===== config.mk =====
export PLATFORM = sky130hd
export DESIGN_NAME = sfsd_frame_sync
export DESIGN_NICKNAME = d
export VERILOG_FILES = /design/src/design/sfsd_pkg.sv /design/src/design/sfsd_frame_sync.sv /design/src/design/sfsd_pair_buf.sv
export SDC_FILE = /design/constraint.sdc
export NUM_CORES = 1
export LEC_CHECK = 0
export BUFFER_PORTS_ARGS = -buffer_cell sky130_fd_sc_hd__buf_2
export CAP_MARGIN = 10
export CORE_MARGIN = 8
export CORE_UTILIZATION = 30
export CTS_CLUSTER_DIAMETER = 150
export DETAILED_ROUTE_END_ITERATION = 16
export SYNTH_ARGS = -nofsm -noshare
export SYNTH_HDL_FRONTEND = slang
export SYNTH_SLANG_ARGS = --single-unit

===== constraint.sdc =====
create_clock -name clk_sys -period 3.69 [get_ports clk_sys]
set_input_delay 0.369 -clock clk_sys [delete_from_list [all_inputs] [get_ports clk_sys]]
set_output_delay 0.369 -clock clk_sys [all_outputs]
set_load 0.1 [all_outputs]

===== src/design/sfsd_pkg.sv =====
// constants and types of the framed-signal synchroniser
// Overview of operation
// - alignment word is last two A1 bytes followed by first two A2 bytes.
// - A1 bytes are F6, A2 bytes are 28, each run 192 bytes long.
// - frame lock only after the word recurs at its position one frame later.
// - sync loss when 1024 errors fall within an 8192-bit window.
// - after frame lock, lock payload PRBS; 2 or fewer errors in 128 bits.
// - loss above loss threshold, established at or below establishment threshold; code declares loss on reaching 1024 errors.
// - with auto sync off, reference free-runs once locked and is never reloaded.
// - descramble all but first overhead row; search word in raw first row.
package sfsd_pkg;
	// ****************************************
	// framing constants
	// ****************************************
	localparam logic [7:0] A1_BYTE = 8'hF6;
	localparam logic [7:0] A2_BYTE = 8'h28;
	localparam int RUN_BYTES = 192;
	localparam logic [31:0] FAW_WORD = {A1_BYTE, A1_BYTE, A2_BYTE, A2_BYTE};
	// column of the last alignment byte (first A2 column plus one)
	localparam logic [14:0] FAW_END_COL = 15'(RUN_BYTES + 1);
	localparam logic [6:0] SCR_SEED = 7'h7F;
	// ****************************************
	// error-density windows
	// ****************************************
	localparam int LOSS_WIN_BITS = 8192;
	localparam int LOSS_ERR_BITS = 1024;
	localparam int LOCK_WIN_BITS = 128;
	localparam int LOCK_ERR_BITS = 2;
	localparam logic [12:0] LOSS_WIN_LAST = 13'(LOSS_WIN_BITS - 1);
	localparam logic [12:0] LOCK_WIN_LAST = 13'(LOCK_WIN_BITS - 1);
	localparam logic [10:0] LOSS_ERR_LAST = 11'(LOSS_ERR_BITS - 1);
	localparam logic [10:0] LOCK_ERR_MAX = 11'(LOCK_ERR_BITS);
	typedef enum logic [1:0] {stHunt, stConfirm, stPrbsLock, stSynced} sfsd_state_t;
endpackage : sfsd_pkg


===== src/design/sfsd_frame_sync.sv =====
// frame alignment, descrambling and payload PRBS synchroniser
`timescale 1ns/1ns
module sfsd_frame_sync
	import sfsd_pkg::*;
#(
	parameter int ROW_BYTES = 17280,
	parameter int ROWS = 9,
	parameter int OH_BYTES = 576,
	parameter int PRBS_ORDER = 15,
	parameter int PRBS_TAP = 14
) (
	input wire logic clk_sys,
	input wire logic rstn,
	input wire logic rxBit,
	input wire logic autoSync,
	output logic frameLock_q,
	output logic payloadSync_q,
	output logic syncLoss_q,
	output logic overrun_q,
	output logic [7:0] byteData,
	output logic byteValid,
	input wire logic byteReady
);
	// ****************************************
	// input synchroniser and position counters
	// ****************************************
	logic rxMeta_q, rxSync_q;
	logic [31:0] alignSh_q;
	logic [2:0] bitCnt_q;
	logic [14:0] colCnt_q;
	logic [3:0] rowCnt_q;
	sfsd_state_t state_q, state_d;

	// the serial line is foreign to clk_sys; only rxSync_q is read
	always_ff @(posedge clk_sys or negedge rstn) begin
		if (!rstn) begin
			rxMeta_q <= 1'b0;
			rxSync_q <= 1'b0;
		end else begin
			rxMeta_q <= rxBit;
			rxSync_q <= rxMeta_q;
		end
	end

	// alignment window on raw bits, the first overhead row is never scrambled
	wire [31:0] alignWin = {alignSh_q[30:0], rxSync_q};
	wire alignHit = (alignWin == FAW_WORD);
	wire bitLast = (bitCnt_q == 3'h7);
	wire colLast = (colCnt_q == 15'(ROW_BYTES - 1));
	wire rowLast = (rowCnt_q == 4'(ROWS - 1));
	wire atFawEnd = (rowCnt_q == 4'h0) & (colCnt_q == FAW_END_COL) & bitLast;
	wire rowOneOh = (rowCnt_q == 4'h0) & (colCnt_q < 15'(OH_BYTES));
	wire payloadBit = (colCnt_q >= 15'(OH_BYTES));
	wire huntLoad = (state_q == stHunt) & alignHit;
	wire seedLoad = (rowCnt_q == 4'h0) & (colCnt_q == 15'(OH_BYTES - 1)) & bitLast;

	// hunt re-anchors the counters on the bit after the word
	always_ff @(posedge clk_sys or negedge rstn) begin
		if (!rstn) begin
			alignSh_q <= '0;
			bitCnt_q <= 3'h0;
			colCnt_q <= 15'h0000;
			rowCnt_q <= 4'h0;
		end else begin
			alignSh_q <= alignWin;
			if (huntLoad) begin
				bitCnt_q <= 3'h0;
				colCnt_q <= FAW_END_COL + 15'h0001;
				rowCnt_q <= 4'h0;
			end else begin
				bitCnt_q <= bitCnt_q + 3'h1;
				if (bitLast) colCnt_q <= colLast ? 15'h0000 : colCnt_q + 15'h0001;
				if (bitLast && colLast) rowCnt_q <= rowLast ? 4'h0 : rowCnt_q + 4'h1;
			end
		end
	end

	// ****************************************
	// frame-synchronous descrambler
	// ****************************************
	logic [6:0] scr_q;
	wire descBit = rowOneOh ? rxSync_q : rxSync_q ^ scr_q[6];

	// seeded at the byte following the first overhead row
	always_ff @(posedge clk_sys or negedge rstn) begin
		if (!rstn) scr_q <= SCR_SEED;
		else if (seedLoad) scr_q <= SCR_SEED;
		else if (!rowOneOh) scr_q <= {scr_q[5:0], scr_q[6] ^ scr_q[5]};
	end

	// ****************************************
	// payload reference and error windows
	// ****************************************
	logic [PRBS_ORDER-1:0] ref_q;
	logic [12:0] winCnt_q, winCnt_d;
	logic [10:0] errCnt_q, errCnt_d;
	wire predBit = ref_q[PRBS_ORDER-1] ^ ref_q[PRBS_TAP-1];
	wire errBit = payloadBit & (predBit ^ descBit);
	wire [10:0] errTot = errCnt_q + {10'h000, errBit};
	wire inLock = (state_q == stPrbsLock);
	wire inSync = (state_q == stSynced);
	wire [12:0] winLast = inSync ? LOSS_WIN_LAST : LOCK_WIN_LAST;
	wire winEnd = payloadBit & (winCnt_q == winLast);
	wire lockOk = inLock & winEnd & (errTot <= LOCK_ERR_MAX);
	wire lossHit = inSync & errBit & (errCnt_q == LOSS_ERR_LAST);
	// reference reloads from the line only while locking; afterwards it free-runs
	wire refReload = inLock;

	always_ff @(posedge clk_sys or negedge rstn) begin
		if (!rstn) ref_q <= '1;
		else if (payloadBit) ref_q <= {ref_q[PRBS_ORDER-2:0], refReload ? descBit : predBit};
	end

	// windows restart on every state change and on each window end
	always_comb begin
		winCnt_d = winCnt_q;
		errCnt_d = errCnt_q;
		if ((state_d != state_q) || winEnd || lossHit) begin
			winCnt_d = 13'h0000;
			errCnt_d = 11'h000;
		end else if (payloadBit && (inLock || inSync)) begin
			winCnt_d = winCnt_q + 13'h0001;
			errCnt_d = errTot;
		end
	end

	always_ff @(posedge clk_sys or negedge rstn) begin
		if (!rstn) begin
			winCnt_q <= 13'h0000;
			errCnt_q <= 11'h000;
		end else begin
			winCnt_q <= winCnt_d;
			errCnt_q <= errCnt_d;
		end
	end

	// ****************************************
	// synchronisation state machine
	// ****************************************
	always_comb begin
		state_d = state_q;
		unique case (state_q)
			stHunt: begin
				if (alignHit) state_d = stConfirm;
			end
			stConfirm: begin
				// the word must recur exactly one frame later
				if (atFawEnd) state_d = alignHit ? stPrbsLock : stHunt;
			end
			stPrbsLock: begin
				if (lockOk) state_d = stSynced;
			end
			stSynced: begin
				// with auto sync off errors are still measured, lock is kept
				if (lossHit && autoSync) state_d = stHunt;
			end
		endcase
	end

	// loss is set ahead of any clear, and payload sync follows the next loss value,
	// so a relock raises payload sync on the same edge as a first lock does
	wire syncLoss_d = lossHit | (syncLoss_q & ~lockOk);

	// status flags follow the next state so they line up with it
	always_ff @(posedge clk_sys or negedge rstn) begin
		if (!rstn) begin
			state_q <= stHunt;
			frameLock_q <= 1'b0;
			payloadSync_q <= 1'b0;
			syncLoss_q <= 1'b0;
		end else begin
			state_q <= state_d;
			frameLock_q <= (state_d == stPrbsLock) | (state_d == stSynced);
			payloadSync_q <= (state_d == stSynced) & ~syncLoss_d;
			syncLoss_q <= syncLoss_d;
		end
	end

	// ****************************************
	// byte assembly into the buffer
	// ****************************************
	logic [6:0] byteSh_q;
	wire [7:0] byteNow = {byteSh_q, descBit};
	wire bytePush = bitLast & payloadBit & (inLock | inSync);
	logic bufReady;

	always_ff @(posedge clk_sys or negedge rstn) begin
		if (!rstn) begin
			byteSh_q <= 7'h00;
			overrun_q <= 1'b0;
		end else begin
			byteSh_q <= byteNow[6:0];
			// the line cannot be held, so a full buffer is flagged until reset
			if (bytePush && !bufReady) overrun_q <= 1'b1;
		end
	end

	sfsd_pair_buf #(.WIDTH(8)) uBuf (
		.clk_sys(clk_sys),
		.rstn(rstn),
		.inValid(bytePush),
		.inReady_q(bufReady),
		.inData(byteNow),
		.outValid_q(byteValid),
		.outReady(byteReady),
		.head_q(byteData)
	);
endmodule : sfsd_frame_sync


===== src/design/sfsd_pair_buf.sv =====
// two-entry buffer between byte assembly and the byte consumer
`timescale 1ns/1ns
module sfsd_pair_buf
	import sfsd_pkg::*;
#(
	parameter int WIDTH = 8
) (
	input wire logic clk_sys,
	input wire logic rstn,
	input wire logic inValid,
	output logic inReady_q,
	input wire logic [WIDTH-1:0] inData,
	output logic outValid_q,
	input wire logic outReady,
	output logic [WIDTH-1:0] head_q
);
	logic [WIDTH-1:0] tail_q;
	logic [1:0] cnt_q;
	logic [1:0] cnt_d;
	wire push = inValid & inReady_q;
	wire pop = outValid_q & outReady;
	// head takes input when it is empty or being emptied with one entry
	wire headFromIn = push & ((cnt_q == 2'h0) | ((cnt_q == 2'h1) & pop));
	wire headFromTail = pop & (cnt_q == 2'h2);
	wire tailLoad = push & (cnt_q == 2'h1) & ~pop;

	assign cnt_d = cnt_q + {1'b0, push} - {1'b0, pop};

	// ready and valid are registered so both edges see clean flops
	always_ff @(posedge clk_sys or negedge rstn) begin
		if (!rstn) begin
			cnt_q <= 2'h0;
			inReady_q <= 1'b1;
			outValid_q <= 1'b0;
		end else begin
			cnt_q <= cnt_d;
			inReady_q <= (cnt_d != 2'h2);
			outValid_q <= (cnt_d != 2'h0);
		end
	end

	// entry storage
	always_ff @(posedge clk_sys or negedge rstn) begin
		if (!rstn) begin
			head_q <= '0;
			tail_q <= '0;
		end else begin
			if (headFromIn) head_q <= inData;
			else if (headFromTail) head_q <= tail_q;
			if (tailLoad) tail_q <= inData;
		end
	end
endmodule : sfsd_pair_buf


Yosys cells after proc, flatten, opt, wreduce, memory -nomap -nowiden
Cells that the tools add are included.
- bits in registers: 134
- input bits: 5
- word-level logic and storage cells: 123
- $add $sub $neg: 7
- $lt $le $gt $ge: 3
- equal/unequal tests: 18
- mux-type cells: 24
- bitwise gates (word level): 34
- reduce and logical (&&, ||, !) cells: 16
- operator list (cell ; number):
    $mux 15 ; 3
    $mux 13 ; 3
    $eq 32x32->1 const B ; 1
    $and 1x1->1 ; 23
    $mux 11 ; 2
    $mux 8 ; 2
    $add 15x1->15 const B ; 1
    $eq 15x10->1 const B ; 1
    $eq 15x15->1 const B ; 1
    $eq 15x8->1 const B ; 1
    $ge 15x10->1 const B ; 1
    $lt 15x10->1 const B ; 1
    $mux 7 ; 2
    $add 13x1->13 const B ; 1
    $eq 13x13->1 ; 1
    $mux 4 ; 3
    $add 11x1->11 ; 1
    $eq 11x10->1 const B ; 1
    $le 11x2->1 const B ; 1
    $eq 2x2->1 const B ; 5
    $mux 2 ; 5
    $reduce_bool 2->1 ; 5
    $pmux 2 s4 ; 1
    $add 4x1->4 const B ; 1
    19 further kinds ; 35

Logic depth before layout (Yosys ltp)
- word-level depth: 14
- mapped depth: 12
- depth with buffers taken out: 11

Hierarchy
A second synthesis with hierarchy kept.
- cell total of the unflattened synthesis: 508
- area total of the unflattened synthesis: 5845.6 sq um
- modules (own cells, without submodules) (module ; times used ; cells an instance ; area an instance (sq um) ; sequential area each (sq um)):
    sfsd_frame_sync ; 1 ; 446 ; 4961.0 ; 2880.3
    sfsd_pair_buf ; 1 ; 62 ; 884.6 ; 501.7

Worst setup path after synthesis
No wires, ideal clock.
- path kind: register to register
- start: register colCnt_q[11]
- end: register syncLoss_q
- setup time: 0.123 ns
- data arrival time: 2.897 ns
- required time: 3.567 ns
- path slack: 0.670 ns
- stages on the path, launching flop included: 12
- path buffers: 1
- cells stage by stage: dfrtp_1 or4_4 buf_6 nor3_4 nor2_1 ha_1 ha_1 nand4_1 mux2_2 o32ai_1 nand4_1 a22o_1
- longest elaborated chain between the ends: 11
- RTL lines (item ; RTL line ; source):
    start, declared ; sfsd_frame_sync.sv:30 ; logic [14:0] colCnt_q;
    start signal, assigned ; sfsd_frame_sync.sv:68 ; colCnt_q <= FAW_END_COL + 15'h0001;
    start signal, assigned ; sfsd_frame_sync.sv:72 ; if (bitLast) colCnt_q <= colLast ? 15'h0000 : colCnt_q + 15'h0001;
    $lt 15x10->1 ; sfsd_frame_sync.sv:52 ; wire rowOneOh = (rowCnt_q == 4'h0) & (colCnt_q < 15'(OH_BYTES));
    $and 1x1->1 ; sfsd_frame_sync.sv:52 ;
    $mux 1 ; sfsd_frame_sync.sv:82 ; wire descBit = rowOneOh ? rxSync_q : rxSync_q ^ scr_q[6];
    $xor 1x1->1 ; sfsd_frame_sync.sv:98 ; wire errBit = payloadBit & (predBit ^ descBit);
    $and 1x1->1 ; sfsd_frame_sync.sv:98 ;
    $add 11x1->11 ; sfsd_frame_sync.sv:99 ; wire [10:0] errTot = errCnt_q + {10'h000, errBit};
    $le 11x2->1 ; sfsd_frame_sync.sv:104 ; wire lockOk = inLock & winEnd & (errTot <= LOCK_ERR_MAX);
    $and 1x1->1 ; sfsd_frame_sync.sv:104 ;
    $not 1->1 ; sfsd_frame_sync.sv:162 ; wire syncLoss_d = lossHit | (syncLoss_q & ~lockOk);
    $and 1x1->1 ; sfsd_frame_sync.sv:162 ;
    $or 1x1->1 * ; sfsd_frame_sync.sv:162 ;
    via syncLoss_d ; sfsd_frame_sync.sv:162 ;
    end signal, assigned ; sfsd_frame_sync.sv:175 ; syncLoss_q <= syncLoss_d;
    end, declared ; sfsd_frame_sync.sv:18 ; output logic syncLoss_q,
The timed path passes the listed nets; every way through them passes the cells marked *.
A chain may end at the register's enable or synchronous reset.

Worst setup path in the final report
Ends and elaborated chain as after synthesis.

==> results.py <==
metrics = {
    "power_and_ir_drop": {
        "switching_share": 0.222,
        "vdd.ir_drop.worst_uv": 289,
        "cell_internal_power_uw": 2680,
        "power.share.combinational": 0.046,
        "powerDensity_mw_per_mm2": 506,
        "power_frac_clock": 0.504,
        "power_leakage_uw": 0.00319,
        "power_frac_seq": 0.450,
        "netSwitchingPower_uw": 764,
        "fin_total_pwr_uw": 3440,
    },
    "finish": {
        "total_area_of_multi_input_combinational_cells_mm2": 0.00228,
        "drive_above_1_share": 0.193,
        "finalNetCount": 544,
        "insertedDiodeCount": 0,
        "register_area_mm2": 0.00338,
        "layout_commonest_cell": "sky130_fd_sc_hd__dfrtp_1",
        "layout_common_cells": "sky130_fd_sc_hd__dfrtp_1 (111), sky130_fd_sc_hd__nand2_1 (53), sky130_fd_sc_hd__nor2_1 (45)",
        "n_fill_cell": 1871,
        "area_growth_syn_to_layout_pct": 17.7,
        "post_layout_nonfiller_instances": 805,
    },
    "cts": {
        "tritoncts": "done",
        "clock_tree.root_cell": "sky130_fd_sc_hd__clkbuf_16",
        "ctsLongestPathBuffers": 2,
        "sinks_on_clock_net": 134,
        "post_cts_resize_count": 0,
        "cts_setup_buffers": 0,
        "cts.clk_slew.worst_paths_ns": 0.06,
        "count_of_hold_buffers_inserted_by_post_cts_repair": 0,
        "clock_latency_ns": 0.41,
        "cts-buffers-inserted": 17,
        "h-tree-depth": 4,
    },
    "sta": {
        "clock_period_minus_final_worst_setup_slack_ns": 3.05,
        "final.setup.worst_slack_ns": 0.645,
        "finalCritPeriodShare": 0.825,
        "skew_ns": 0.00688,
        "unrepaired_setup_endpoints_after_global_routing": "false",
        "tightest_slew_ns": 1.06,
        "maxSlewViolCount": 0,
        "setup_violations": 0,
        "max_slew_margin": 0.291,
        "final.setup.tns_ns": 0,
        "clock.fmax_mhz": 328,
        "hold_violations": 0,
    },
    "synth": {
        "syn_area_per_cell_um2": 11.6,
        "ys_seq_elements": 134,
        "synth_sequential_area_ratio": 0.584,
        "ys_async_sr_fraction": 1.00,
        "most_common_flop_cell_mapped_by_yosys": "sky130_fd_sc_hd__dfrtp_1",
        "mappedNetlistNets": 516,
        "synth.lib_cells_used.distinct": 64,
        "synth_warnings": 0,
        "syn-instance-count": 499,
        "synth_enable_flop_cells": 0,
        "netlist_area_mm2": 0.00579,
    },
    "setup_path": {
        "cp.arrival_ns": 3.34,
        "setup.worst_path.end_class": "flip-flop",
        "crit_fanout": 7,
        "worst_path_largest_cell_delay_ns": 0.62,
        "worst_setup_path_type": "flip-flop to flip-flop",
        "worst_path_bufs_invs": 0,
        "crit_path_start_kind": "flip-flop",
        "crit_path_cell_trace": "or4_4 -> nor3_4 -> nor2_1 -> ha_1 -> ha_1 -> nand4_1 -> mux2_2 -> o32ai_1 -> nand4_1 -> a22o_1",
        "required_ns": 3.99,
        "crit_family": "simple AND/OR/NAND/NOR gates",
        "timing.critical_path.slowest_stage_cell": "sky130_fd_sc_hd__or4_4",
    },
    "grt": {
        "grt_start_max_net_pins": 89,
        "first_pass_grt_wire_length_um": 19100,
        "grt_overflow": 0,
        "gr-usage-all-layers": 0.100,
        "grt_pass1_vias": 3828,
        "antenna_violations_before_repair": 0,
    },
    "route": {
        "drt_first_pass_iters": 5,
        "wl_um": 11100,
        "detail_route.vias_per_cell": 4.67,
        "drt_first_iter_violations": 298,
        "vias": 3762,
        "drtAntennaViolNets": 0,
        "route.detailed.drc": 0,
        "routed_wire_length_per_instance_um": 13.8,
    },
    "floorplan": {
        "placement_rows": 51,
        "fp.dieH_um": 155,
        "fp.dieW_um": 155,
        "fp.dieArea_mm2": 0.0240,
        "floorplan.initialDensity": 0.301,
        "core_area_mm2": 0.0192,
        "top_level_ports": 18,
    },
    "placed_design": {
        "numPlacedInstances": 773,
        "place_congestion": 0.781,
        "buffer_ports.inserted": 17,
        "dp_slack_ns": 0.675,
        "dp.final_hpwl_um": 7530,
    },
    "flow_run": {
        "max_cap_violations": 0,
    },
    "hold_path": {
        "worstHoldPathType": "input port to flip-flop",
    },
    "run_status": {
        "run_status": "complete, no violations",
    },
}
-- area by class of cell --
type	count	share of cell area
Sequential cell	134	0.497
Multi-Input combinational cell	335	0.335
Clock buffer	22	0.0696
Tap cell	265	0.0487
Clock inverter	10	0.0213
Timing Repair Buffer	24	0.0206
Inverter	15	0.00827
-- state kept, by name, indices dropped and copies added (netlist names) --
signal           flops
errCnt_q            11
uBuf.tail_q          8
payloadSync_q        1
rxMeta_q             1
byteSh_q             7
colCnt_q            15
rowCnt_q             4
uBuf.head_q          8
scr_q                7
state_q              2
uBuf.outValid_q      1
alignSh_q           31
rxSync_q             1
syncLoss_q           1
overrun_q            1
ref_q               15
uBuf.inReady_q       1
bitCnt_q             3
winCnt_q            13
uBuf.cnt_q           2
frameLock_q          1
-- per-stage QoR --
stage / hold WS (ns) / area, um^2 / util
floorplan: 0.0734 / 5790 / -
finish: 0.0624 / 6810 / 0.355
detailed placement: 0.339 / 6190 / 0.322
CTS: 0.0462 / 6810 / 0.355
global route: 0.0425 / 6810 / 0.355
global placement: 0.338 / 6190 / 0.322
-- power groups by stage --
stage | clock [uW] | combinational, uW | sequential (uW)
CTS | 1780 | 162 | 1550
global route | 1860 | 181 | 1550
finish | 1740 | 159 | 1550
global placement | 0 | 151 | 1570
floorplan | 0 | 68.2 | 1600
detailed placement | 0 | 160 | 1570
-- routing by layer --
metal | global-route usage | routed length, um
met1 | 0.126 | 5280
met2 | 0.155 | 5310
met3 | 0.0311 | 341
met4 | 0.0467 | 187
met5 | 0 | 0
-- Yosys cell counts, types with 5 or more instances --
| library cell | count | area (um^2) |
|---|---|---|
| sky130_fd_sc_hd__a21o_1 | 8 | 60.1 |
| sky130_fd_sc_hd__a21oi_1 | 7 | 35.0 |
| sky130_fd_sc_hd__a22o_1 | 9 | 78.8 |
| sky130_fd_sc_hd__and2_1 | 5 | 31.3 |
| sky130_fd_sc_hd__and3_1 | 6 | 37.5 |
| sky130_fd_sc_hd__clkbuf_1 | 9 | 33.8 |
| sky130_fd_sc_hd__dfrtp_1 | 111 | 2780 |
| sky130_fd_sc_hd__dfstp_2 | 23 | 604 |
| sky130_fd_sc_hd__ha_1 | 12 | 150 |
| sky130_fd_sc_hd__inv_1 | 15 | 56.3 |
| sky130_fd_sc_hd__mux2_2 | 20 | 225 |
| sky130_fd_sc_hd__mux2i_1 | 13 | 130 |
| sky130_fd_sc_hd__nand2_1 | 53 | 199 |
| sky130_fd_sc_hd__nand3_1 | 19 | 95.1 |
| sky130_fd_sc_hd__nand4_1 | 19 | 119 |
| sky130_fd_sc_hd__nor2_1 | 45 | 169 |
| sky130_fd_sc_hd__nor3_1 | 14 | 70.1 |
| sky130_fd_sc_hd__nor4_1 | 5 | 31.3 |
| sky130_fd_sc_hd__o21ai_0 | 5 | 25.0 |
| sky130_fd_sc_hd__xnor2_1 | 12 | 105 |
| sky130_fd_sc_hd__xor2_1 | 26 | 228 |
-- worst register-to-register path, delay by kind of cell, from the launching register on --
family          cells  cell delay, ns
flops               1            0.42
mux                 1            0.36
fa+ha+maj           2            0.50
simple gates        5            1.27
compound gates      2            0.38
-- final timing paths --
| kind | from | end | slack (ns) | cells after the start |
|---|---|---|---|---|
| max | colCnt_q[11] | syncLoss_q | 0.64 | 10 |
| min | rxBit | rxMeta_q | 0.06 | 1 |
| max reg2reg | colCnt_q[11] | syncLoss_q | 0.64 | 10 |
| min reg2reg | rxMeta_q | rxSync_q | 0.35 | 0 |
| max in group asynchronous | rstn | ref_q[14] | 2.52 | 2 |
| min in group asynchronous | rstn | byteSh_q[3] | 0.13 | 1 |
-- kinds of logic after synthesis --
logic type / after synthesis / share of synthesized area
mux: 36 / 0.0672
buf+inv: 30 / 0.0216
xor+xnor: 38 / 0.0575
simple gates: 192 / 0.170
flops: 134 / 0.584
fa+ha+maj: 12 / 0.0259
compound gates: 57 / 0.0731
No activity file was read; power rests on OpenSTA's default activity.
